`src/hw/crc32_pkg.sv`:
```
// constants shared by the crc calculation unit and its word fifo
package crc32_pkg;

  // register byte offsets on the register bus
  localparam logic [3:0] OFF_DATA    = 4'h0;
  localparam logic [3:0] OFF_SCRATCH = 4'h4;
  localparam logic [3:0] OFF_CONTROL = 4'h8;

  // field positions and values after reset
  localparam int          CTRL_RESET_BIT = 0;
  localparam logic [31:0] CRC_INIT       = 32'hffffffff;
  localparam logic [7:0]  SCRATCH_RESET  = 8'h00;
  localparam logic [31:0] READ_ZERO      = 32'h00000000;

  // fixed generator polynomial, ethernet crc-32, normal form
  localparam logic [31:0] CRC_POLY = 32'h04c11db7;

  // one word is folded a byte per cycle
  localparam logic [1:0] CRC_LAST_STEP = 2'h3;

  // fifo in the data path
  localparam int FIFO_WORDS = 32;

  // axi responses
  localparam logic [1:0] RESP_OKAY   = 2'h0;
  localparam logic [1:0] RESP_SLVERR = 2'h2;

  // write channel phases
  typedef enum logic [1:0] {
    WR_IDLE = 2'b00,
    WR_PUSH = 2'b01,
    WR_WAIT = 2'b10,
    WR_RESP = 2'b11
  } wr_state_t;

endpackage

```
`src/hw/crc32_calc_unit.sv`:
```
// crc-32 calculation unit with axi4-lite register access
//
// Implementation choice: register access over AXI4-Lite.

// Behaviour
// - fixed ethernet crc-32 polynomial, not programmable
// - one word folded within four clock cycles
// - whole 32-bit word folded into running crc
// - write response held until folding completes
// - data register read returns latest crc
// - control bit 0 reloads all ones, self-clears
// - 8-bit scratch survives calculator reset
module crc32_calc_unit #(
  parameter int ADDR_W = 4
) (
  // clock, reset, clock enable
  input  wire logic              clk,
  input  wire logic              rst,
  input  wire logic              ce,
  // write address channel
  input  wire logic              s_axi_awvalid,
  output logic                   s_axi_awready,
  input  wire logic [ADDR_W-1:0] s_axi_awaddr,
  // write data channel
  input  wire logic              s_axi_wvalid,
  output logic                   s_axi_wready,
  input  wire logic [31:0]       s_axi_wdata,
  input  wire logic [3:0]        s_axi_wstrb,
  // write response channel
  output logic                   s_axi_bvalid,
  input  wire logic              s_axi_bready,
  output logic [1:0]             s_axi_bresp,
  // read address channel
  input  wire logic              s_axi_arvalid,
  output logic                   s_axi_arready,
  input  wire logic [ADDR_W-1:0] s_axi_araddr,
  // read data channel
  output logic                   s_axi_rvalid,
  input  wire logic              s_axi_rready,
  output logic [31:0]            s_axi_rdata,
  output logic [1:0]             s_axi_rresp
);

  // overview of the datapath
  // a data write is caught on the bus, parked in the word fifo,
  // drawn into the engine and folded a byte per clock
  // the engine needs four clocks per word, one per byte lane
  // the write response waits for the fold, so software never
  // reads a stale result right after a write
  // scratch and control writes answer at once
  // the control reset bit is a pulse and is never stored
  // reading the control register always returns zero
  // unmapped offsets answer with a slave error on both sides
  // one write and one read may be under way at a time
  // reads of the data register wait while a word is in flight
  // all outputs are fields of the single state register
  // the fifo is deeper than needed; at most one word sits in it
  // trade-off: byte-serial folding keeps the xor tree small
  // at the cost of a few clocks of write latency
  // limitation: byte strobes are ignored for data words

  // complete state of the unit, registered as one word
  typedef struct packed {
    // write side
    crc32_pkg::wr_state_t wr_state;
    logic                 aw_held;
    logic [3:0]           aw_off;
    logic                 w_held;
    logic [31:0]          w_data;
    logic [3:0]           w_strb;
    logic                 awready;
    logic                 wready;
    logic                 bvalid;
    logic [1:0]           bresp;
    // read side
    logic                 ar_held;
    logic [3:0]           ar_off;
    logic                 arready;
    logic                 rvalid;
    logic [31:0]          rdata;
    logic [1:0]           rresp;
    // calculator
    logic [31:0]          crc;
    logic [7:0]           scratch;
    logic                 busy;
    logic [1:0]           step;
    logic [31:0]          word;
  } unit_state_t;

  unit_state_t s_reg;
  unit_state_t s_next;

  // fifo hookup
  logic        fifo_in_valid;
  logic        fifo_in_ready;
  logic        fifo_out_valid;
  logic        fifo_out_ready;
  logic [31:0] fifo_out_data;
  logic        fifo_empty;
  logic        crc_pending;

  // fold one byte, msb first, into the running crc
  function automatic logic [31:0] fold_byte(input logic [31:0] c, input logic [7:0] b);
    logic [31:0] r;
    r = c;
    for (int i = 7; i >= 0; i--)
    begin
      if (r[31] ^ b[i])
        r = {r[30:0], 1'b0} ^ crc32_pkg::CRC_POLY;
      else
        r = {r[30:0], 1'b0};
    end
    return r;
  endfunction

  // the write path queues data words; the fifo never holds more than one
  // word here because the response waits, but its ready still stalls us
  crc_word_fifo #(
    .WIDTH (32),
    .DEPTH (crc32_pkg::FIFO_WORDS)
  ) word_fifo (
    .clk       (clk),
    .rst       (rst),
    .ce        (ce),
    .in_valid  (fifo_in_valid),
    .in_ready  (fifo_in_ready),
    .in_data   (s_reg.w_data),
    .out_valid (fifo_out_valid),
    .out_ready (fifo_out_ready),
    .out_data  (fifo_out_data),
    .empty     (fifo_empty)
  );

  assign fifo_in_valid  = (s_reg.wr_state == crc32_pkg::WR_PUSH);
  assign fifo_out_ready = !s_reg.busy;
  // a word is somewhere between the bus and the crc register
  assign crc_pending    = fifo_in_valid || (s_reg.wr_state == crc32_pkg::WR_WAIT)
                          || !fifo_empty || s_reg.busy;

  // outputs come straight from the state register
  assign s_axi_awready = s_reg.awready;
  assign s_axi_wready  = s_reg.wready;
  assign s_axi_bvalid  = s_reg.bvalid;
  assign s_axi_bresp   = s_reg.bresp;
  assign s_axi_arready = s_reg.arready;
  assign s_axi_rvalid  = s_reg.rvalid;
  assign s_axi_rdata   = s_reg.rdata;
  assign s_axi_rresp   = s_reg.rresp;

  // all next-state logic
  // order inside this process matters:
  // captures first, then the engine, then the write phases,
  // then the read side, and the readies last
  // the readies are derived from the next held flags so that
  // a capture drops its ready on the following clock
  // and a released capture raises it again on the same clock as its held flag clears
  // the engine runs whether or not a write is waiting,
  // so the fifo drains even while the response is stalled
  always_comb
  begin
    s_next = s_reg;

    // address and data are caught independently, in either order
    if (s_axi_awvalid && s_reg.awready)
    begin
      s_next.aw_held = 1'b1;
      s_next.aw_off  = 4'(s_axi_awaddr);
    end
    if (s_axi_wvalid && s_reg.wready)
    begin
      s_next.w_held = 1'b1;
      s_next.w_data = s_axi_wdata;
      s_next.w_strb = s_axi_wstrb;
    end

    // crc engine: one byte per cycle, four cycles per word
    if (s_reg.busy)
    begin
      s_next.crc  = fold_byte(s_reg.crc, s_reg.word[31:24]);
      s_next.word = {s_reg.word[23:0], 8'h00};
      s_next.step = s_reg.step + 1'b1;
      if (s_reg.step == crc32_pkg::CRC_LAST_STEP)
        s_next.busy = 1'b0;
    end
    else if (fifo_out_valid)
    begin
      s_next.busy = 1'b1;
      s_next.step = 2'h0;
      s_next.word = fifo_out_data;
    end

    // write channel phases
    // idle: wait until both halves of the write are held
    // push: hand the data word to the fifo
    // wait: hold the response until the engine is idle
    // resp: hold the response until the master takes it
    // register writes skip push and wait entirely
    // the held flags clear on leaving idle for register writes or push for data,
    // which reopens the address and data channels
    case (s_reg.wr_state)
      crc32_pkg::WR_IDLE:
      begin
        if (s_reg.aw_held && s_reg.w_held)
        begin
          s_next.bresp = crc32_pkg::RESP_OKAY;
          case (s_reg.aw_off)
            crc32_pkg::OFF_DATA:
              s_next.wr_state = crc32_pkg::WR_PUSH;
            crc32_pkg::OFF_SCRATCH:
            begin
              // only lane 0 carries storage; upper bits are not kept
              if (s_reg.w_strb[0])
                s_next.scratch = s_reg.w_data[7:0];
            end
            crc32_pkg::OFF_CONTROL:
            begin
              // the reset bit is a pulse, nothing is stored for it
              if (s_reg.w_data[crc32_pkg::CTRL_RESET_BIT] && s_reg.w_strb[0])
                s_next.crc = crc32_pkg::CRC_INIT;
            end
            default:
              s_next.bresp = crc32_pkg::RESP_SLVERR;
          endcase
          if (s_reg.aw_off != crc32_pkg::OFF_DATA)
          begin
            s_next.aw_held  = 1'b0;
            s_next.w_held   = 1'b0;
            s_next.bvalid   = 1'b1;
            s_next.wr_state = crc32_pkg::WR_RESP;
          end
        end
      end
      crc32_pkg::WR_PUSH:
      begin
        if (fifo_in_ready)
        begin
          s_next.aw_held  = 1'b0;
          s_next.w_held   = 1'b0;
          s_next.wr_state = crc32_pkg::WR_WAIT;
        end
      end
      crc32_pkg::WR_WAIT:
      begin
        // response stalls until the word has been folded in
        if (fifo_empty && !s_reg.busy && !fifo_out_valid)
        begin
          s_next.bvalid   = 1'b1;
          s_next.wr_state = crc32_pkg::WR_RESP;
        end
      end
      crc32_pkg::WR_RESP:
      begin
        if (s_axi_bready)
        begin
          s_next.bvalid   = 1'b0;
          s_next.wr_state = crc32_pkg::WR_IDLE;
        end
      end
      default:
        s_next.wr_state = crc32_pkg::WR_IDLE;
    endcase

    // read channel
    // an address is held until the answer can be formed
    // the answer stands until the master raises rready
    // a data read during a fold waits, so the value is fresh
    // other offsets answer on the second clock after the capture
    if (s_axi_arvalid && s_reg.arready)
    begin
      s_next.ar_held = 1'b1;
      s_next.ar_off  = 4'(s_axi_araddr);
    end
    if (s_reg.rvalid)
    begin
      if (s_axi_rready)
        s_next.rvalid = 1'b0;
    end
    else if (s_reg.ar_held)
    begin
      // a crc read waits for any word still in flight
      if (!(s_reg.ar_off == crc32_pkg::OFF_DATA && crc_pending))
      begin
        s_next.ar_held = 1'b0;
        s_next.rvalid  = 1'b1;
        s_next.rresp   = crc32_pkg::RESP_OKAY;
        case (s_reg.ar_off)
          crc32_pkg::OFF_DATA:
            s_next.rdata = s_reg.crc;
          crc32_pkg::OFF_SCRATCH:
            s_next.rdata = {24'h000000, s_reg.scratch};
          crc32_pkg::OFF_CONTROL:
            s_next.rdata = crc32_pkg::READ_ZERO;
          default:
          begin
            s_next.rdata = crc32_pkg::READ_ZERO;
            s_next.rresp = crc32_pkg::RESP_SLVERR;
          end
        endcase
      end
    end

    // readies are registered, so they drop the cycle after a capture
    s_next.awready = !s_next.aw_held;
    s_next.wready  = !s_next.w_held;
    s_next.arready = !s_next.ar_held;
  end

  // single state register, frozen while the clock enable is low
  // reset loads only constants: idle phases, crc all ones,
  // scratch cleared and every ready low until the first clock
  // the fifo shares this reset and enable, so both stay aligned
  always_ff @(posedge clk or posedge rst)
  begin
    if (rst)
    begin
      s_reg          <= '0;
      s_reg.wr_state <= crc32_pkg::WR_IDLE;
      s_reg.crc      <= crc32_pkg::CRC_INIT;
      s_reg.scratch  <= crc32_pkg::SCRATCH_RESET;
    end
    else if (ce)
    begin
      s_reg <= s_next;
    end
  end

endmodule

```
`src/hw/crc_word_fifo.sv`:
```
// word fifo with registered read data between bus writes and the crc engine
module crc_word_fifo #(
  parameter int WIDTH = 32,
  parameter int DEPTH = crc32_pkg::FIFO_WORDS
) (
  // clock and reset
  input  wire logic             clk,
  input  wire logic             rst,
  input  wire logic             ce,
  // filling side
  input  wire logic             in_valid,
  output logic                  in_ready,
  input  wire logic [WIDTH-1:0] in_data,
  // draining side
  output logic                  out_valid,
  input  wire logic             out_ready,
  output logic [WIDTH-1:0]      out_data,
  // nothing stored anywhere
  output logic                  empty
);

  localparam int PW = $clog2(DEPTH);

  typedef struct packed {
    logic [DEPTH-1:0][WIDTH-1:0] mem;
    logic [PW-1:0]               wptr;
    logic [PW-1:0]               rptr;
    logic [PW:0]                 count;
    logic                        out_valid;
    logic [WIDTH-1:0]            out_data;
  } fifo_state_t;

  fifo_state_t s_reg;
  fifo_state_t s_next;
  logic        push;
  logic        load;

  // depth must be a power of two so the pointers wrap by themselves
  assign in_ready  = s_reg.count < (PW+1)'(DEPTH);
  assign out_valid = s_reg.out_valid;
  assign out_data  = s_reg.out_data;
  assign empty     = (s_reg.count == '0) && !s_reg.out_valid;
  assign push      = in_valid && in_ready;
  assign load      = (s_reg.count != '0) && (!s_reg.out_valid || out_ready);

  // storage, pointers and the output register
  always_comb
  begin
    s_next = s_reg;
    if (push)
    begin
      s_next.mem[s_reg.wptr] = in_data;
      s_next.wptr            = s_reg.wptr + 1'b1;
    end
    if (load)
    begin
      s_next.out_data  = s_reg.mem[s_reg.rptr];
      s_next.out_valid = 1'b1;
      s_next.rptr      = s_reg.rptr + 1'b1;
    end
    else if (out_ready)
    begin
      s_next.out_valid = 1'b0;
    end
    case ({push, load})
      2'b10:   s_next.count = s_reg.count + 1'b1;
      2'b01:   s_next.count = s_reg.count - 1'b1;
      default: s_next.count = s_reg.count;
    endcase
  end

  always_ff @(posedge clk or posedge rst)
  begin
    if (rst)
      s_reg <= '0;
    else if (ce)
      s_reg <= s_next;
  end

endmodule

```
`config.mk`:
```
export PLATFORM = sky130hd
export DESIGN_NAME = crc32_calc_unit
export DESIGN_NICKNAME = d
export VERILOG_FILES = /design/src/hw/crc32_pkg.sv /design/src/hw/crc32_calc_unit.sv /design/src/hw/crc_word_fifo.sv
export SDC_FILE = /design/constraint.sdc
export NUM_CORES = 2
export LEC_CHECK = 0
export BUFFER_PORTS_ARGS = -buffer_cell sky130_fd_sc_hd__buf_2
export CAP_MARGIN = 20
export CORE_MARGIN = 2
export CORE_UTILIZATION = 40
export CTS_CLUSTER_SIZE = 10
export DETAILED_ROUTE_END_ITERATION = 8
export PLACE_DENSITY = 0.53
export SKIP_CTS_REPAIR_TIMING = 1
export SYNTH_ARGS = -nofsm -noshare
export SYNTH_HDL_FRONTEND = slang
export SYNTH_SLANG_ARGS = --single-unit
```
`constraint.sdc`:
```
create_clock -name clk -period 43.7 [get_ports clk]
set_input_delay 10.925 -clock clk [delete_from_list [all_inputs] [get_ports clk]]
set_output_delay 10.925 -clock clk [all_outputs]
set_load 0.02 [all_outputs]
```
==> Word level (Yosys, flattened, before mapping) <==
Cells that the tools add are included.
{ "word_totals": {"in_bits": 52, "reg_bits": 1238, "output_inout_bits": 41} }
{ "classes": {"reduce_logical": 46, "bitwise": 18, "muxes": 63, "eq_ne": 17, "magnitude_cmp": 4, "add_sub_neg": 5} }
{ "op_table": {"columns": ["operator", "count"], "rows": [
  ["$bwmux 1024", 1],
  ["$mux 32", 12],
  ["$mux 27", 8],
  ["$bmux 32 s5", 1],
  ["$demux 32 s5", 1],
  ["$mux 35", 4],
  ["$not 14->14", 8],
  ["$mux 40", 2],
  ["$pmux 32 s2", 1],
  ["$mux 37", 1],
  ["$mux 8", 2],
  ["$reduce_and 2->1", 8],
  ["$mux 1", 14],
  ["$logic_and 1x1->1", 12],
  ["$lt 5x6->1 const B", 2],
  ["$mux 3", 4],
  ["$pmux 6 s2", 1],
  ["$reduce_and 6->1", 2],
  ["$add 5x1->5 const B", 2],
  ["$mux 2", 5],
  ["$mux 5", 2],
  ["$eq 2x2->1 const B", 4],
  ["$eq 4x3->1 const B", 2],
  ["$eq 4x4->1 const B", 2],
  ["27 further kinds", 52]
]} }

==> Depth between registers and ports, before layout <==
{ "logic_depth": {"ltp_word": 28, "depth_mapped": 11, "mapped_depth_nobuf": 11} }

==> Hierarchy <==
From an unflattened synthesis, not the netlist that was laid out.
{ "hier_totals": {"cells_unflattened": 3753, "area_unflattened_um2": 55866.1} }
{ "modules_own_cells": {"columns": ["module", "instances", "seq_area_each_um2", "cells_each", "area_per_inst_um2"], "rows": [
  ["crc_word_fifo", 1, 26850.8, 3059, 48333.9],
  ["crc32_calc_unit", 1, 4043.9, 694, 7532.2]
]} }

==> Least setup slack after synthesis <==
OpenSTA, ideal clock, no wires.
{ "synth_path": {"path_type": "input port to flip-flop", "startpoint": "input ce", "endpoint": "register s_reg[35] in the netlist's numbering", "stages": 4, "path_slack_ps": 31261, "arrival_time_ps": 12314, "setup_ps": 125, "t_required_ps": 43575, "path_buffers": 1, "cell_sequence": "clkbuf_1 -> nand4_1 -> nor4_2 -> mux2_2"} }
{ "synth_between": {"elab_chain_len": 1} }
{ "synth_rtl": {"columns": ["element", "line_no", "rtl"], "rows": [
  ["from (decl)", "crc32_calc_unit.sv:19", "input wire logic ce,"],
  ["$reduce_and 5->1 (no line)", null, null],
  ["to (signal assigned)", "crc32_calc_unit.sv:323", "s_reg <= s_next;"],
  ["to (decl)", "crc32_calc_unit.sv:90", "unit_state_t s_reg;"]
]} }
No other way between the ends.
A chain may end at the register's enable or synchronous reset.

==> Worst setup path in the final report <==
{ "layout_path": {"startpoint": "input ce", "endpoint": "register word_fifo.s_reg[690] in the netlist's numbering"} }
{ "layout_between": {"elab_chain_len": 1} }
{ "layout_rtl": {"columns": ["element", "line_no", "rtl"], "rows": [
  ["$reduce_and 2->1 (no line)", null, null],
  ["to (signal assigned)", "crc_word_fifo.sv:77", "s_reg <= s_next;"],
  ["to (decl)", "crc_word_fifo.sv:33", "fifo_state_t s_reg;"]
]} }
No other way between the ends.

==> metrics.md <==
| Metric | Value |
|---|---|
| Area growth syn-to-layout | 11.08% |
| Comb pwr share | ~29% |
| Critical path capture point type | register |
| Gr busiest metal | met2 |
| DRT antenna net count | 0 |
| Vias | 31.75k |
| Status | finished, final reports clean |
| Int Power | 2.511 mW |
| First-pass GRT wire length | 228.7 mm |
| Final setup fails | 0 |
| Worst min path class | reg -> reg |
| Post-DP HPWL | between 80 and 90 mm |
| IO Count | 93 |
| Worst Path Arrival | about 14 ns |
| Hold Path End | s_reg[21] |
| Core region area | between 100,000 and 150,000 um^2 |
| Ant diodes | 0 |
| Vias per cell | about 5.7 |
| Post-synth ARST share | 100.0% |
| Vias in the first global route | approximately 33k |
| Initial antenna violation count | 4 |
| Longest Clk Path Bufs | 3 |
| Port Buf Inserts | 87 |
| Post-synth top cells | 1,201 x dfrtp_1, 1,076 x mux2_2, 255 x mux4_2 |
| Hold Violations, Final | 0 |
| Worst-path clk slew | around 0.060 ns |
| Fraction of layout cells with a size suffix above 1 | between 40% and 50% |
| Avg Inst Size Synth | roughly 15 um^2 |
| Top cells by area, synth | dfrtp_1 54%, mux2_2 22%, mux4_2 10% |
| Crit Path Class | in -> reg |
| Largest net degree at the start of global routing | 154 |
| Seq pwr share | approximately 43% |
| Setup crit start kind | input port |
| Die Wd | ~380 um |
| Worst endpoint required time | ~44 ns |
| Yosys cell types | 62 |
| Total Neg Setup Slack | 0 ns |
| Post-synth EDFFs | 0 |
| TritonCTS clock tree | yes |
| Synth top area share | roughly 54% |
| Met1 GRT Util | 31.23% |
| Reg2Reg Setup Slack | 39.08 ns |
| Min Tclk post-route | ~13 ns |
| Clock sinks | between 1k and 1.5k |
| Yosys reg bits | between 1k and 1.5k |
| Reg2reg start | word_fifo.s_reg[39] |
| # rows | ~140 |
| RSZ-0062 raised after global routing | no |
| Nets | ~3.8k |
| Wire per inst | 27.25 um |
| CTS Buf Count | around 150 |
| Sw Pwr | about 1.3 mW |
| Mapped Cells | about 3.7k |
| Starting DRT DRC Count | roughly 2.0k |
| Drt total wl | between 150 and 200 mm |
| Htree depth | 4 |
| DR DRC count | 0 |
| Die area | around 140,000 um^2 |
| Placed cell area | between 50,000 and 60,000 um^2 |
| Max-cap violations | 0 |
| Hold Startpoint | s_reg[21] |
| Highest Clock Rate | approximately 74 MHz |
| Syn. warnings | 0 |
| Drt pass-1 iters | 7 |
| Peak supply drop | 0.00004107 V |
| Crit Reg-Reg Endpoint | word_fifo.out_data[9] |
| Initial core utilization | around two fifths |
| Period utilization | a little under a third |
| Worst hold path depth | 2 |
| Sw Ratio | 34.48% |
| Clk_skew | 0.01734 ns |
| GRT Util Overall | between 20% and 30% |
| Synth area leader | dfrtp_1 |
| Met2 usage | about 35% |
| Root Driver | clkbuf_16 |
| Clk_lat worst skew | approximately 0.76 ns |
| Synthesized cell area | around 56,000 um^2 |
| Worst-path fanout max | 24 |
| Pwr/cell area | just over 60 nW/um^2 |
| Max reg flops | between 1k and 1.5k |
| Post-synth top flop | dfrtp_1 |
| Met3 GRT Util | under 10% |
| RePlAce Congestion | between 0.7 and 0.8 |
| Chip height | approximately 380 um |
| Clk pwr share | ~29% |
| Total congestion overflow | 0 |
| Slew Viols, Final | 0 |
| LEAKAGE | about 29 nW |
| Reg2reg path depth | 9 |
| Seq/Total Area, Yosys | around 56% |
| Final Cell Area | just over 60,000 um^2 |
| Slew at the pin closest to its max-slew limit | 1.148 ns |
| Max-slew headroom | a little under a quarter |
| Top-count cell post-synth | dfrtp_1 |
cell usage in the layout (no fill, tap or decap), types with 12 or more instances in the layout:
cell,n
nor2_1,52
ha_1,12
dfstp_2,32
inv_1,52
nand2_1,60
o221ai_1,22
nand3_1,48
a21oi_1,55
a22oi_1,102
o21ai_0,60
clkbuf_1,37
xor2_1,28
mux2i_1,30
nor2b_1,33
nor2_4,17
a21o_1,36
o211ai_1,17
mux2_2,1076
buf_2,87
a211oi_1,29
nand2_2,17
xnor2_1,57
clkbuf_16,148
dfrtp_1,1195
buf_4,78
mux4_2,255
how the worst max path moves through the flow:
stage                     startpoint                    to  slack (ns)  cells after the start
after CTS                        rst  word_fifo.s_reg[754]       30.29                      5
after detailed placement         rst            s_reg[138]       29.47                      5
after floorplan                  rst         s_axi_arready       15.76                      1
final                             ce  word_fifo.s_reg[690]       30.24                      8
after global routing             rst  word_fifo.s_reg[754]       29.93                      5
after global placement           rst            s_reg[138]       29.45                      5
critical path, cell delays in order:
cell	delay, ns
buf_2	0.07
buf_4	0.32
inv_1	0.12
nor2_2	0.40
nand2_1	0.33
nor2_4	0.90
buf_4	0.58
mux2_2	0.39
routing by layer:
layer / vias up / part of all wire, %
li1: 13620 / -
met1: 17340 / 47
met2: 608 / 47
met3: 188 / 3.6
met4: 0 / 2.3
met5: - / 0
stage by stage:
step                      util (%)  power (mW)  hold slack [ns]  instances  worst slack (ns)
after floorplan                  -       2.429           0.4502       3748             15.76
after global placement       41.74       2.742           0.4634       5339             29.45
after detailed placement     41.75       2.756           0.4733       5340             29.47
after CTS                    44.74       3.871           0.4858       5549             30.29
after global routing         44.84       4.050           0.5027       5554             29.93
final                        44.84       3.833           0.4838       5554             30.24
logic make-up (layout without fill, tap and decap cells):
| group | after synthesis | after routing | share of synthesized area [%] |
|---|---|---|---|
| compound gates | 359 | 359 | 4.450 |
| xor+xnor | 85 | 85 | 1.338 |
| fa+ha+maj | 12 | 12 | 0.2698 |
| buf+inv | 425 | 437 | 3.422 |
| flops | 1233 | 1233 | 55.52 |
| mux | 1361 | 1361 | 32.64 |
| other cells | 1 | 2 | 0.006739 |
| simple gates | 271 | 271 | 2.352 |
power groups by stage:
stage          Clock (mW)  Sequential [mW]  Combinational, mW
4_1_cts              1.13             1.65               1.09
5_1_grt              1.18             1.67               1.20
2_1_floorplan           0             1.49              0.941
6_report             1.10             1.64               1.10
3_5_place_dp            0             1.67               1.08
3_3_place_gp            0             1.68               1.07
layout make-up:
type	count	area, um^2
fillers	12350	76030
flip-flops and latches	1233	30910
multi-input cells	2090	23070
clock buffers	191	3925
well taps	1794	2245
repair buffers	175	1259
inverters	53	202.7
clock inverters	18	193.9
No activity file was read; power rests on OpenSTA's default activity.
